===== src/core/dtm_cfg.svh =====
// constants for the dram training and mode timing block
// assumes a 10 MHz core clock; all times are in picoseconds
`ifndef DTM_CFG_SVH
`define DTM_CFG_SVH

`define DTM_CLK_PERIOD_PS 100000
`define DTM_CA_W 6
`define DTM_TMR_W 4

// longest times round down, never below one cycle
`define DTM_MAX_CYC(t) (((t) / `DTM_CLK_PERIOD_PS) < 1 ? 1 : ((t) / `DTM_CLK_PERIOD_PS))
// least times round up
`define DTM_MIN_CYC(t) (((t) + `DTM_CLK_PERIOD_PS - 1) / `DTM_CLK_PERIOD_PS)

`define DTM_ASYNC_SAMPLE_DELAY_PS 20000
`define DTM_VREF_LONG_PS 250000
`define DTM_VREF_SHORT_PS 80000
`define DTM_DQ_FLOAT_DELAY_PS 1500
`define DTM_ODT_SWITCH_PS 20000

`define DTM_ASYNC_SAMPLE_DELAY_CYC `DTM_MAX_CYC(`DTM_ASYNC_SAMPLE_DELAY_PS)
`define DTM_VREF_LONG_CYC `DTM_MAX_CYC(`DTM_VREF_LONG_PS)
`define DTM_VREF_SHORT_CYC `DTM_MAX_CYC(`DTM_VREF_SHORT_PS)
`define DTM_DQ_FLOAT_DELAY_CYC `DTM_MIN_CYC(`DTM_DQ_FLOAT_DELAY_PS)
`define DTM_ODT_SWITCH_CYC `DTM_MIN_CYC(`DTM_ODT_SWITCH_PS)

`endif


===== src/core/dtm_pkg.sv =====
// types shared by the training and mode timing block
// no assumptions beyond a synthesizable flow
package dtm_pkg;
   typedef enum logic [1:0]
   {
      DTM_IDLE = 2'b00,
      DTM_TRAIN = 2'b01,
      DTM_EXIT = 2'b10
   } dtm_state_type;
endpackage


===== src/core/dtm_delay_timer.sv =====
// one-shot countdown timer for the training core
// assumes an asynchronous active-low reset already synchronised
`timescale 1ns/10ps
`default_nettype none
`include "dtm_cfg.svh"

module dtm_delay_timer
   import dtm_pkg::*;
(
   input wire logic clk_i,
   input wire logic rst_n_i,
   input wire logic load_i,
   input wire logic [`DTM_TMR_W-1:0] load_val_i,
   output logic busy_o,
   output logic done_o,
   output logic expiring_o
);

   logic [`DTM_TMR_W-1:0] cnt_r;
   logic [`DTM_TMR_W-1:0] cnt_nxt;
   logic done_r;
   logic done_nxt;

   always_comb
   begin
      cnt_nxt = cnt_r;
      done_nxt = 1'b0;
      // a reload restarts the count, so only the latest event survives
      if (load_i)
      begin
         cnt_nxt = load_val_i;
      end
      else if (cnt_r != '0)
      begin
         cnt_nxt = cnt_r - `DTM_TMR_W'(1);
         done_nxt = (cnt_r == `DTM_TMR_W'(1));
      end
   end

   always_ff @(posedge clk_i or negedge rst_n_i)
   begin
      if (!rst_n_i)
      begin
         cnt_r <= '0;
         done_r <= 1'b0;
      end
      else
      begin
         cnt_r <= cnt_nxt;
         done_r <= done_nxt;
      end
   end

   assign busy_o = (cnt_r != '0);
   assign done_o = done_r;
   // last counted cycle, so a follower flop can drop together with the count
   assign expiring_o = !load_i && (cnt_r == `DTM_TMR_W'(1));

endmodule
`default_nettype wire


===== src/core/dtm_training_core.sv =====
// dram-side command bus training sequencer: sample return, vref step, dq float, odt
// assumes cke, cs, ca and strobe inputs are synchronous to ref_clk_i
`timescale 1ns/10ps
`default_nettype none
`include "dtm_cfg.svh"

module dtm_training_core
   import dtm_pkg::*;
(
   input wire logic ref_clk_i,
   input wire logic reset_n_i,
   input wire logic train_en_i,
   input wire logic cke_i,
   input wire logic cs_i,
   input wire logic [`DTM_CA_W-1:0] ca_i,
   input wire logic dqs_t_i,
   input wire logic dqs_c_i,
   input wire logic vref_step_i,
   input wire logic vref_multi_i,
   output logic [`DTM_CA_W-1:0] dq_o,
   output logic [`DTM_CA_W-1:0] dq_oe_o,
   output logic sample_valid_o,
   output logic training_o,
   output logic vref_busy_o,
   output logic odt_on_o
);

   logic rst_meta_r;
   logic rst_n_r;

   // reset asserts at once, releases through two flops
   always_ff @(posedge ref_clk_i or negedge reset_n_i)
   begin
      if (!reset_n_i)
      begin
         rst_meta_r <= 1'b0;
         rst_n_r <= 1'b0;
      end
      else
      begin
         rst_meta_r <= 1'b1;
         rst_n_r <= rst_meta_r;
      end
   end

   dtm_state_type state_r;
   dtm_state_type state_nxt;
   logic cke_prev_r;
   logic [`DTM_CA_W-1:0] sample_r;
   logic [`DTM_CA_W-1:0] sample_nxt;
   logic [`DTM_CA_W-1:0] dq_r;
   logic [`DTM_CA_W-1:0] dq_nxt;
   logic [`DTM_CA_W-1:0] dq_oe_r;
   logic [`DTM_CA_W-1:0] dq_oe_nxt;
   logic valid_r;
   logic valid_nxt;
   logic vref_busy_r;
   logic vref_busy_nxt;
   logic odt_r;
   logic odt_nxt;
   logic odt_target_r;
   logic odt_target_nxt;
   logic cke_fall;
   logic cke_rise;
   logic train_cmd;
   logic vref_load;
   logic [`DTM_TMR_W-1:0] vref_len;
   logic float_load;
   logic samp_done;
   logic vref_busy;
   logic vref_expiring;
   logic float_done;
   logic odt_done;
   logic strobe_parked;

   assign cke_fall = cke_prev_r && !cke_i;
   assign cke_rise = !cke_prev_r && cke_i;
   // strobe is parked while the far end prepares entry; used only to qualify it
   assign strobe_parked = !dqs_t_i && dqs_c_i;
   assign train_cmd = (state_r == DTM_TRAIN) && cs_i;
   assign vref_load = (state_r == DTM_TRAIN) && vref_step_i && !vref_busy;
   assign vref_len = vref_multi_i ? `DTM_TMR_W'(`DTM_VREF_LONG_CYC) : `DTM_TMR_W'(`DTM_VREF_SHORT_CYC);
   assign float_load = (state_r == DTM_TRAIN) && cke_rise;

   // each new command restarts the wait, so an early sample is dropped
   dtm_delay_timer u_samp_tmr
   (
      .clk_i(ref_clk_i),
      .rst_n_i(rst_n_r),
      .load_i(train_cmd),
      .load_val_i(`DTM_TMR_W'(`DTM_ASYNC_SAMPLE_DELAY_CYC)),
      .busy_o(),
      .done_o(samp_done),
      .expiring_o()
   );

   dtm_delay_timer u_vref_tmr
   (
      .clk_i(ref_clk_i),
      .rst_n_i(rst_n_r),
      .load_i(vref_load),
      .load_val_i(vref_len),
      .busy_o(vref_busy),
      .done_o(),
      .expiring_o(vref_expiring)
   );

   dtm_delay_timer u_float_tmr
   (
      .clk_i(ref_clk_i),
      .rst_n_i(rst_n_r),
      .load_i(float_load),
      .load_val_i(`DTM_TMR_W'(`DTM_DQ_FLOAT_DELAY_CYC)),
      .busy_o(),
      .done_o(float_done),
      .expiring_o()
   );

   dtm_delay_timer u_odt_tmr
   (
      .clk_i(ref_clk_i),
      .rst_n_i(rst_n_r),
      .load_i(cke_fall || cke_rise),
      .load_val_i(`DTM_TMR_W'(`DTM_ODT_SWITCH_CYC)),
      .busy_o(),
      .done_o(odt_done),
      .expiring_o()
   );

   always_comb
   begin
      state_nxt = state_r;
      case (state_r)
         DTM_IDLE:
         begin
            // entry only on a clean cke fall with the strobe parked
            if (train_en_i && cke_fall && strobe_parked)
            begin
               state_nxt = DTM_TRAIN;
            end
         end
         DTM_TRAIN:
         begin
            if (cke_rise)
            begin
               state_nxt = DTM_EXIT;
            end
         end
         DTM_EXIT:
         begin
            if (float_done)
            begin
               state_nxt = DTM_IDLE;
            end
         end
         default:
         begin
            state_nxt = DTM_IDLE;
         end
      endcase
   end

   always_comb
   begin
      sample_nxt = sample_r;
      valid_nxt = valid_r;
      if (train_cmd)
      begin
         sample_nxt = ca_i;
         valid_nxt = 1'b0;
      end
      else if (samp_done && state_r == DTM_TRAIN)
      begin
         valid_nxt = 1'b1;
      end
      else if (state_r == DTM_IDLE)
      begin
         valid_nxt = 1'b0;
      end
   end

   // per-bit dq driver: hold through exit until the float delay ends
   genvar gi;
   generate
      for (gi = 0; gi < `DTM_CA_W; gi = gi + 1)
      begin : g_dq
         always_comb
         begin
            dq_nxt[gi] = dq_r[gi];
            dq_oe_nxt[gi] = dq_oe_r[gi];
            if (samp_done && state_r == DTM_TRAIN)
            begin
               dq_nxt[gi] = sample_r[gi];
               dq_oe_nxt[gi] = 1'b1;
            end
            else if (float_done || state_r == DTM_IDLE)
            begin
               dq_oe_nxt[gi] = 1'b0;
            end
         end
      end
   endgenerate

   always_comb
   begin
      odt_target_nxt = odt_target_r;
      odt_nxt = odt_r;
      if (cke_fall || cke_rise)
      begin
         odt_target_nxt = cke_i;
      end
      // termination follows cke only after the switching delay
      if (odt_done)
      begin
         odt_nxt = odt_target_r;
      end
      // busy flop tracks the step timer cycle for cycle
      vref_busy_nxt = vref_load || (vref_busy && !vref_expiring);
   end

   always_ff @(posedge ref_clk_i or negedge rst_n_r)
   begin
      if (!rst_n_r)
      begin
         state_r <= DTM_IDLE;
         cke_prev_r <= 1'b1;
         sample_r <= '0;
         dq_r <= '0;
         dq_oe_r <= '0;
         valid_r <= 1'b0;
         vref_busy_r <= 1'b0;
         odt_r <= 1'b1;
         odt_target_r <= 1'b1;
      end
      else
      begin
         state_r <= state_nxt;
         cke_prev_r <= cke_i;
         sample_r <= sample_nxt;
         dq_r <= dq_nxt;
         dq_oe_r <= dq_oe_nxt;
         valid_r <= valid_nxt;
         vref_busy_r <= vref_busy_nxt;
         odt_r <= odt_nxt;
         odt_target_r <= odt_target_nxt;
      end
   end

   assign dq_o = dq_r;
   assign dq_oe_o = dq_oe_r;
   assign sample_valid_o = valid_r;
   assign training_o = (state_r != DTM_IDLE);
   assign vref_busy_o = vref_busy_r;
   assign odt_on_o = odt_r;

endmodule
`default_nettype wire


===== config.mk =====
export PLATFORM = sky130hd
export DESIGN_NAME = dtm_training_core
export DESIGN_NICKNAME = d
export VERILOG_FILES = /design/src/core/dtm_pkg.sv /design/src/core/dtm_delay_timer.sv /design/src/core/dtm_training_core.sv
export VERILOG_INCLUDE_DIRS = /design/src /design/src/core
export SDC_FILE = /design/constraint.sdc
export NUM_CORES = 1
export LEC_CHECK = 0
export BUFFER_PORTS_ARGS = -buffer_cell sky130_fd_sc_hd__buf_4
export CORE_MARGIN = 2
export CORE_UTILIZATION = 56
export DETAILED_ROUTE_END_ITERATION = 10
export GPL_TIMING_DRIVEN = 0
export PLACE_DENSITY = 0.85
export SLEW_MARGIN = 15
export SYNTH_ARGS = -nofsm -noshare
export SYNTH_HDL_FRONTEND = slang
export SYNTH_HIERARCHICAL = 1
export SYNTH_SLANG_ARGS = --single-unit

===== constraint.sdc =====
create_clock -name ref_clk_i -period 1.57 [get_ports ref_clk_i]
set_clock_uncertainty 0.1 [all_clocks]
set_input_delay 0.314 -clock ref_clk_i [delete_from_list [all_inputs] [get_ports ref_clk_i]]
set_output_delay 0.314 -clock ref_clk_i [all_outputs]
set_load 0.02 [all_outputs]

==> metrics.csv, run 1 <==
metric;value;unit
cp_max_fo;6;
final_nets;273;
worst_setup_path_end_kind;register;
finalCriticalPeriod;1.92;ns
placed_cell_area;2470;um2
coreArea;3630;um2
finalHoldViolCount;0;
setup_ws;-0.351;ns
numPortBuffers;30;
grt_max_degree;34;
rsz0062_at_grt;true;
clkTransAtPathRegs;0.09;ns
syn_area;2100;um2
routabilityCongestion;0.804;
fin_util;80.2;%
grtUsageTotal;21.4;%
ir_drop;1.10;mV
drive_above_1_share;51.4;%
finalCritPeriodShare;122;%
final_cell_area;2910;um2
reg2regPathDepth;8;
worstPathArrival;2.01;ns
antenna_found_initial;0;
wire_per_inst;16.1;um
h-tree-depth;2;
rrSetupSlack;-0.35;ns
drc;0;
slew_violations;0;
grt_overflow_total;0;
worstReg2RegEnd;u_vref_tmr/cnt_r[3];
max_cap_viol_count;0;
timing.hold.ws;0.00908;ns
failed_checks;negative setup slack;
insertion_delay;0.30;ns
status;finished with violations;
ys_warn_count;6;
ant_nets;0;
cts_num_sinks;41;
p_per_area;1790;nW/um2
synthCells;172;
fmax;520;MHz
cts_buffers;5;
post-place-cells;264;
timing.rr.start;u_vref_tmr/cnt_r[0];
dieArea;4250;um2
cts_tree;yes;
most-common-layout-cells;buf_4 (60), dfrtp_1 (35), conb_1 (15);
cp_data_required_time;1.66;ns
grt_pass1_vias;1529;
path_class;reg2reg;
syn_to_final_growth;38.8;%
clockBufferDepth;2;
final_cells;297;
leakage;1.39;nW
start_kind;register;
drtIter0Drc;60;
firstDrtPassIters;4;
layout_commonest_cell;buf_4;
rows;22;
antenna_cells;0;
cts_root_buf;clkbuf_8;
syn_area_per_cell;12.2;um2
ios;31;
grt_pass1_wl;6820;um
total_power;0.00521;W
start_util;57.8;%
via_count;1521;
vias_per_cell;5.12;
min-delay-path-class;reg2async;
die_y;65.2;um
die_x;65.2;um
dp_hpwl;2620;um
drt-total-wl;4780;um
finalSetupViolCount;5;
==> cell type report <==
| class | instances | area [um2] |
|---|---|---|
| clock inverter | 2 | 35.0 |
| inverter | 15 | 56.3 |
| sequential | 41 | 1030 |
| tap | 48 | 60.1 |
| multi-input combinational | 119 | 1140 |
| timing repair buffer | 58 | 448 |
| buffer | 8 | 71.3 |
| fill | 219 | 719 |
| clock buffer | 6 | 72.6 |
==> routing by layer <==
| layer | vias up | share of wire [%] | track usage, % |
|---|---|---|---|
| li1 | 728 | - | - |
| met1 | 761 | 39 | 23.6 |
| met2 | 24 | 57 | 39.5 |
| met3 | 8 | 2.2 | 5.82 |
| met4 | 0 | 1.6 | 7.29 |
| met5 | - | 0 | 0 |
==> where the power goes <==
part           switching, W  internal, W
Combinational       0.00103      0.00138
Clock              0.000378     0.000472
Sequential         0.000457      0.00149
Total               0.00186      0.00334
==> worst max path at each step <==
| stage | depth (start not counted) | slack, ns | end | from |
|---|---|---|---|---|
| 6_report | 8 | -0.35 | u_vref_tmr/cnt_r[3] | u_vref_tmr/cnt_r[0] |
| 5_1_grt | 8 | -0.43 | u_vref_tmr/cnt_r[3] | u_vref_tmr/cnt_r[0] |
| 4_1_cts | 9 | -0.30 | vref_busy_o | u_vref_tmr/cnt_r[0] |
| 3_5_place_dp | 8 | -0.40 | u_vref_tmr/cnt_r[3] | u_vref_tmr/cnt_r[0] |
| 3_3_place_gp | 8 | -0.38 | u_vref_tmr/cnt_r[3] | u_vref_tmr/cnt_r[0] |
| 2_1_floorplan | 8 | -0.28 | u_vref_tmr/cnt_r[3] | u_vref_tmr/cnt_r[0] |
==> sequential cells by signal (all words and copies together), names as in the netlist, 2 cells and up <==
signal	flops
u_odt_tmr/cnt_r	4
u_vref_tmr/cnt_r	4
u_float_tmr/cnt_r	4
sample_r	6
u_samp_tmr/cnt_r	4
dq_o	6
state_r	2
==> critical path: stages (launching register included) <==
cell      delay (ns)
dfrtp_1         0.41
inv_2           0.09
ha_4            0.14
nor3b_4         0.22
inv_2           0.06
and4bb_2        0.31
buf_6           0.13
nor3_2          0.05
a221o_1         0.29
==> metrics by stage <==
| step | setup slack (ns) | setup TNS (ns) |
|---|---|---|
| after floorplan | -0.284 | -0.897 |
| after global placement | -0.378 | -7.35 |
| after detailed placement | -0.402 | -1.68 |
| after CTS | -0.300 | -1.30 |
| after global routing | -0.434 | -1.91 |
| final | -0.351 | -1.43 |
==> repair_timing <==
action                                  CTS  global route
endpoints found under the hold margin     2             0
resized for setup                        12            23
endpoints found under the setup margin   14            16
buffers inserted                         13            14
hold buffers                              1             0
pin swaps                                 4             4
Note: power is estimated with default switching activity, not from simulation.
==> run 2, diff against run 1 <==
- ABC_AREA: unset -> 1
- HOLD_SLACK_MARGIN: unset -> 0.12
==> run 2 against run 1 <==
The flow now finishes without violations; combinational power is 11% lower; count of clock-buffer cells in the layout increased by 2; core utilization decreased by 5.0 points; clock power is 17% lower; critical path depth up 1; cell count up 23%; first-iteration DRC count rose by 10%; sequential power fell by 6%; wire length shrank 7.5%; fmax increased by 24%; global-route usage rose by 1.2 points; critical endpoint is now u_vref_tmr/cnt_r[1].
==> metrics.csv, run 2 <==
metric;value;unit;change
fin_util;75.2;%;-5.0 points
timing.hold.ws;0.118;ns;+0.109 ns
dp_hpwl;2910;um;+11%
cp_max_fo;6;;unchanged
drc;0;;unchanged
clockBufferDepth;2;;unchanged
ir_drop;1.01;mV;-8.1%
h-tree-depth;2;;unchanged
ys_warn_count;6;;unchanged
syn_area_per_cell;8.36;um2;-32%
die_x;65.3;um;+0.17%
grt_overflow_total;0;;unchanged
antenna_found_initial;0;;unchanged
path_class;reg2reg;;
crit_chain;nor2_4 -> nand2_4 -> inv_4 -> nand2_4 -> nor2_4 -> inv_2 -> nand3_2 -> nand2_1 -> o21ai_1;;
finalHoldViolCount;0;;unchanged
most-common-layout-cells;nand2_1 (80), buf_4 (41), dfrtp_1 (36);;
start_util;58.0;%;+0.21 points
ios;31;;unchanged
via_count;1781;;+17%
multi_input_comb_area;1020;um2;-10%
antenna_cells;0;;unchanged
ant_nets;0;;unchanged
cts_num_sinks;41;;unchanged
finalSetupViolCount;0;;-5
status;finished clean;;
firstDrtPassIters;4;;unchanged
final_nets;340;;+25%
min-delay-path-class;in2reg;;
start_kind;register;;
layout_commonest_cell;nand2_1;;
worst_setup_path_end_kind;register;;
syn_area;2110;um2;+0.36%
die_y;65.3;um;+0.17%
p_per_area;1710;nW/um2;-4.1%
numPortBuffers;30;;unchanged
clkTransAtPathRegs;0.07;ns;-0.02 ns
worstReg2RegEnd;u_vref_tmr/cnt_r[1];;
startpoint;u_vref_tmr/cnt_r[2];;
worstPathArrival;1.67;ns;-0.34 ns
n_fill_cell;271;;+24%
syn_to_final_growth;29.8;%;
routabilityCongestion;0.796;;-1.0%
worstHoldStart;ca_i[0];;
critPathCapture;u_vref_tmr/cnt_r[1];;
cpPeakStageDelay;0.45;ns;+0.04 ns
insertion_delay;0.29;ns;about the same
drtIter0Drc;66;;+10%
grt_pass1_vias;1692;;+11%
synthCells;252;;+47%
vias_per_cell;4.89;;-4.5%
finalCritPeriodShare;98.8;%;-24 points
cts_tree;yes;;
reg2regPathDepth;9;;+1
rrSetupSlack;0.02;ns;+0.37 ns
drive_above_1_share;30.1;%;-21 points
dieArea;4270;um2;+0.34%
seqCellArea;1030;um2;-0.12%
timing.rr.start;u_vref_tmr/cnt_r[2];;
coreArea;3630;um2;unchanged
max_cap_viol_count;0;;unchanged
leakage;1.44;nW;+3.7%
rows;22;;unchanged
finalCriticalPeriod;1.55;ns;-0.370 ns
slowest_stage;dfrtp_1;;
cts_buffers;5;;unchanged
cp_data_required_time;1.69;ns;+0.03 ns
slew_violations;0;;unchanged
wire_per_inst;12.2;um;-24%
grt_max_degree;33;;-2.9%
drt-total-wl;4430;um;-7.5%
grt_pass1_wl;7240;um;+6.2%
fmax;645;MHz;+24%
grtUsageTotal;22.6;%;+1.2 points
cts_root_buf;clkbuf_8;;
run 2: timing repair:
action	in CTS	in global routing
buffers inserted	2	5
hold buffers	5	0
endpoints found under the setup margin	9	15
gates resized for setup	7	14
pin swaps	1	5
hold endpoints to repair	12	0
run 2: worst min path at each step:
stage	cells past startpoint	end
6_report	3	sample_r[0]
5_1_grt	3	sample_r[0]
4_1_cts	3	sample_r[0]
3_5_place_dp	1	rst_meta_r
3_3_place_gp	1	rst_meta_r
2_1_floorplan	0	rst_meta_r
run 2: per-stage QoR:
stage                     setup WS, ns  total power [W]  setup TNS, ns  area, um2  instances
after global routing           -0.0467          0.00506         -0.120       2730        364
final                           0.0186          0.00469              0       2730        364
after CTS                      0.00548          0.00448              0       2640        359
after detailed placement        -0.186          0.00368         -0.809       2460        344
after global placement          -0.187          0.00357          -7.20       2440        343
after floorplan                0.00266          0.00317              0       2160        265
run 2: layer usage:
| metal | up-vias | global-route usage, % | part of all wire [%] |
|---|---|---|---|
| met5 | - | 0 | 0 |
| met2 | 45 | 40.6 | 51 |
| met3 | 10 | 5.82 | 5.4 |
| li1 | 899 | - | - |
| met4 | 0 | 8.07 | 2.3 |
| met1 | 827 | 25.9 | 41 |
run 2: area by class of cell:
class | instances | share of cell area, %
Buffer | 5 | 1.37
Clock buffer | 8 | 3.30
Inverter | 34 | 4.76
Multi-Input combinational cell | 185 | 37.4
Sequential cell | 41 | 37.8
Tap cell | 48 | 2.20
Timing Repair Buffer | 43 | 13.2
run 2: where the power goes:
| group | switching [W] | internal, W | total, W | leakage [nW] |
|---|---|---|---|---|
| Sequential | 0.000342 | 0.00149 | 0.00183 | 0.510 |
| Clock | 0.000349 | 0.000358 | 0.000708 | 0.0455 |
| Combinational | 0.00122 | 0.000926 | 0.00215 | 0.887 |
| Total | 0.00191 | 0.00277 | 0.00469 | 1.44 |
run 2: worst max-delay path, delay by kind of cell (launching register included):
kind / cells / cell delay, ns
simple gates: 6 / 0.68
flops: 1 / 0.45
compound gates: 1 / 0.08
buf+inv: 2 / 0.15
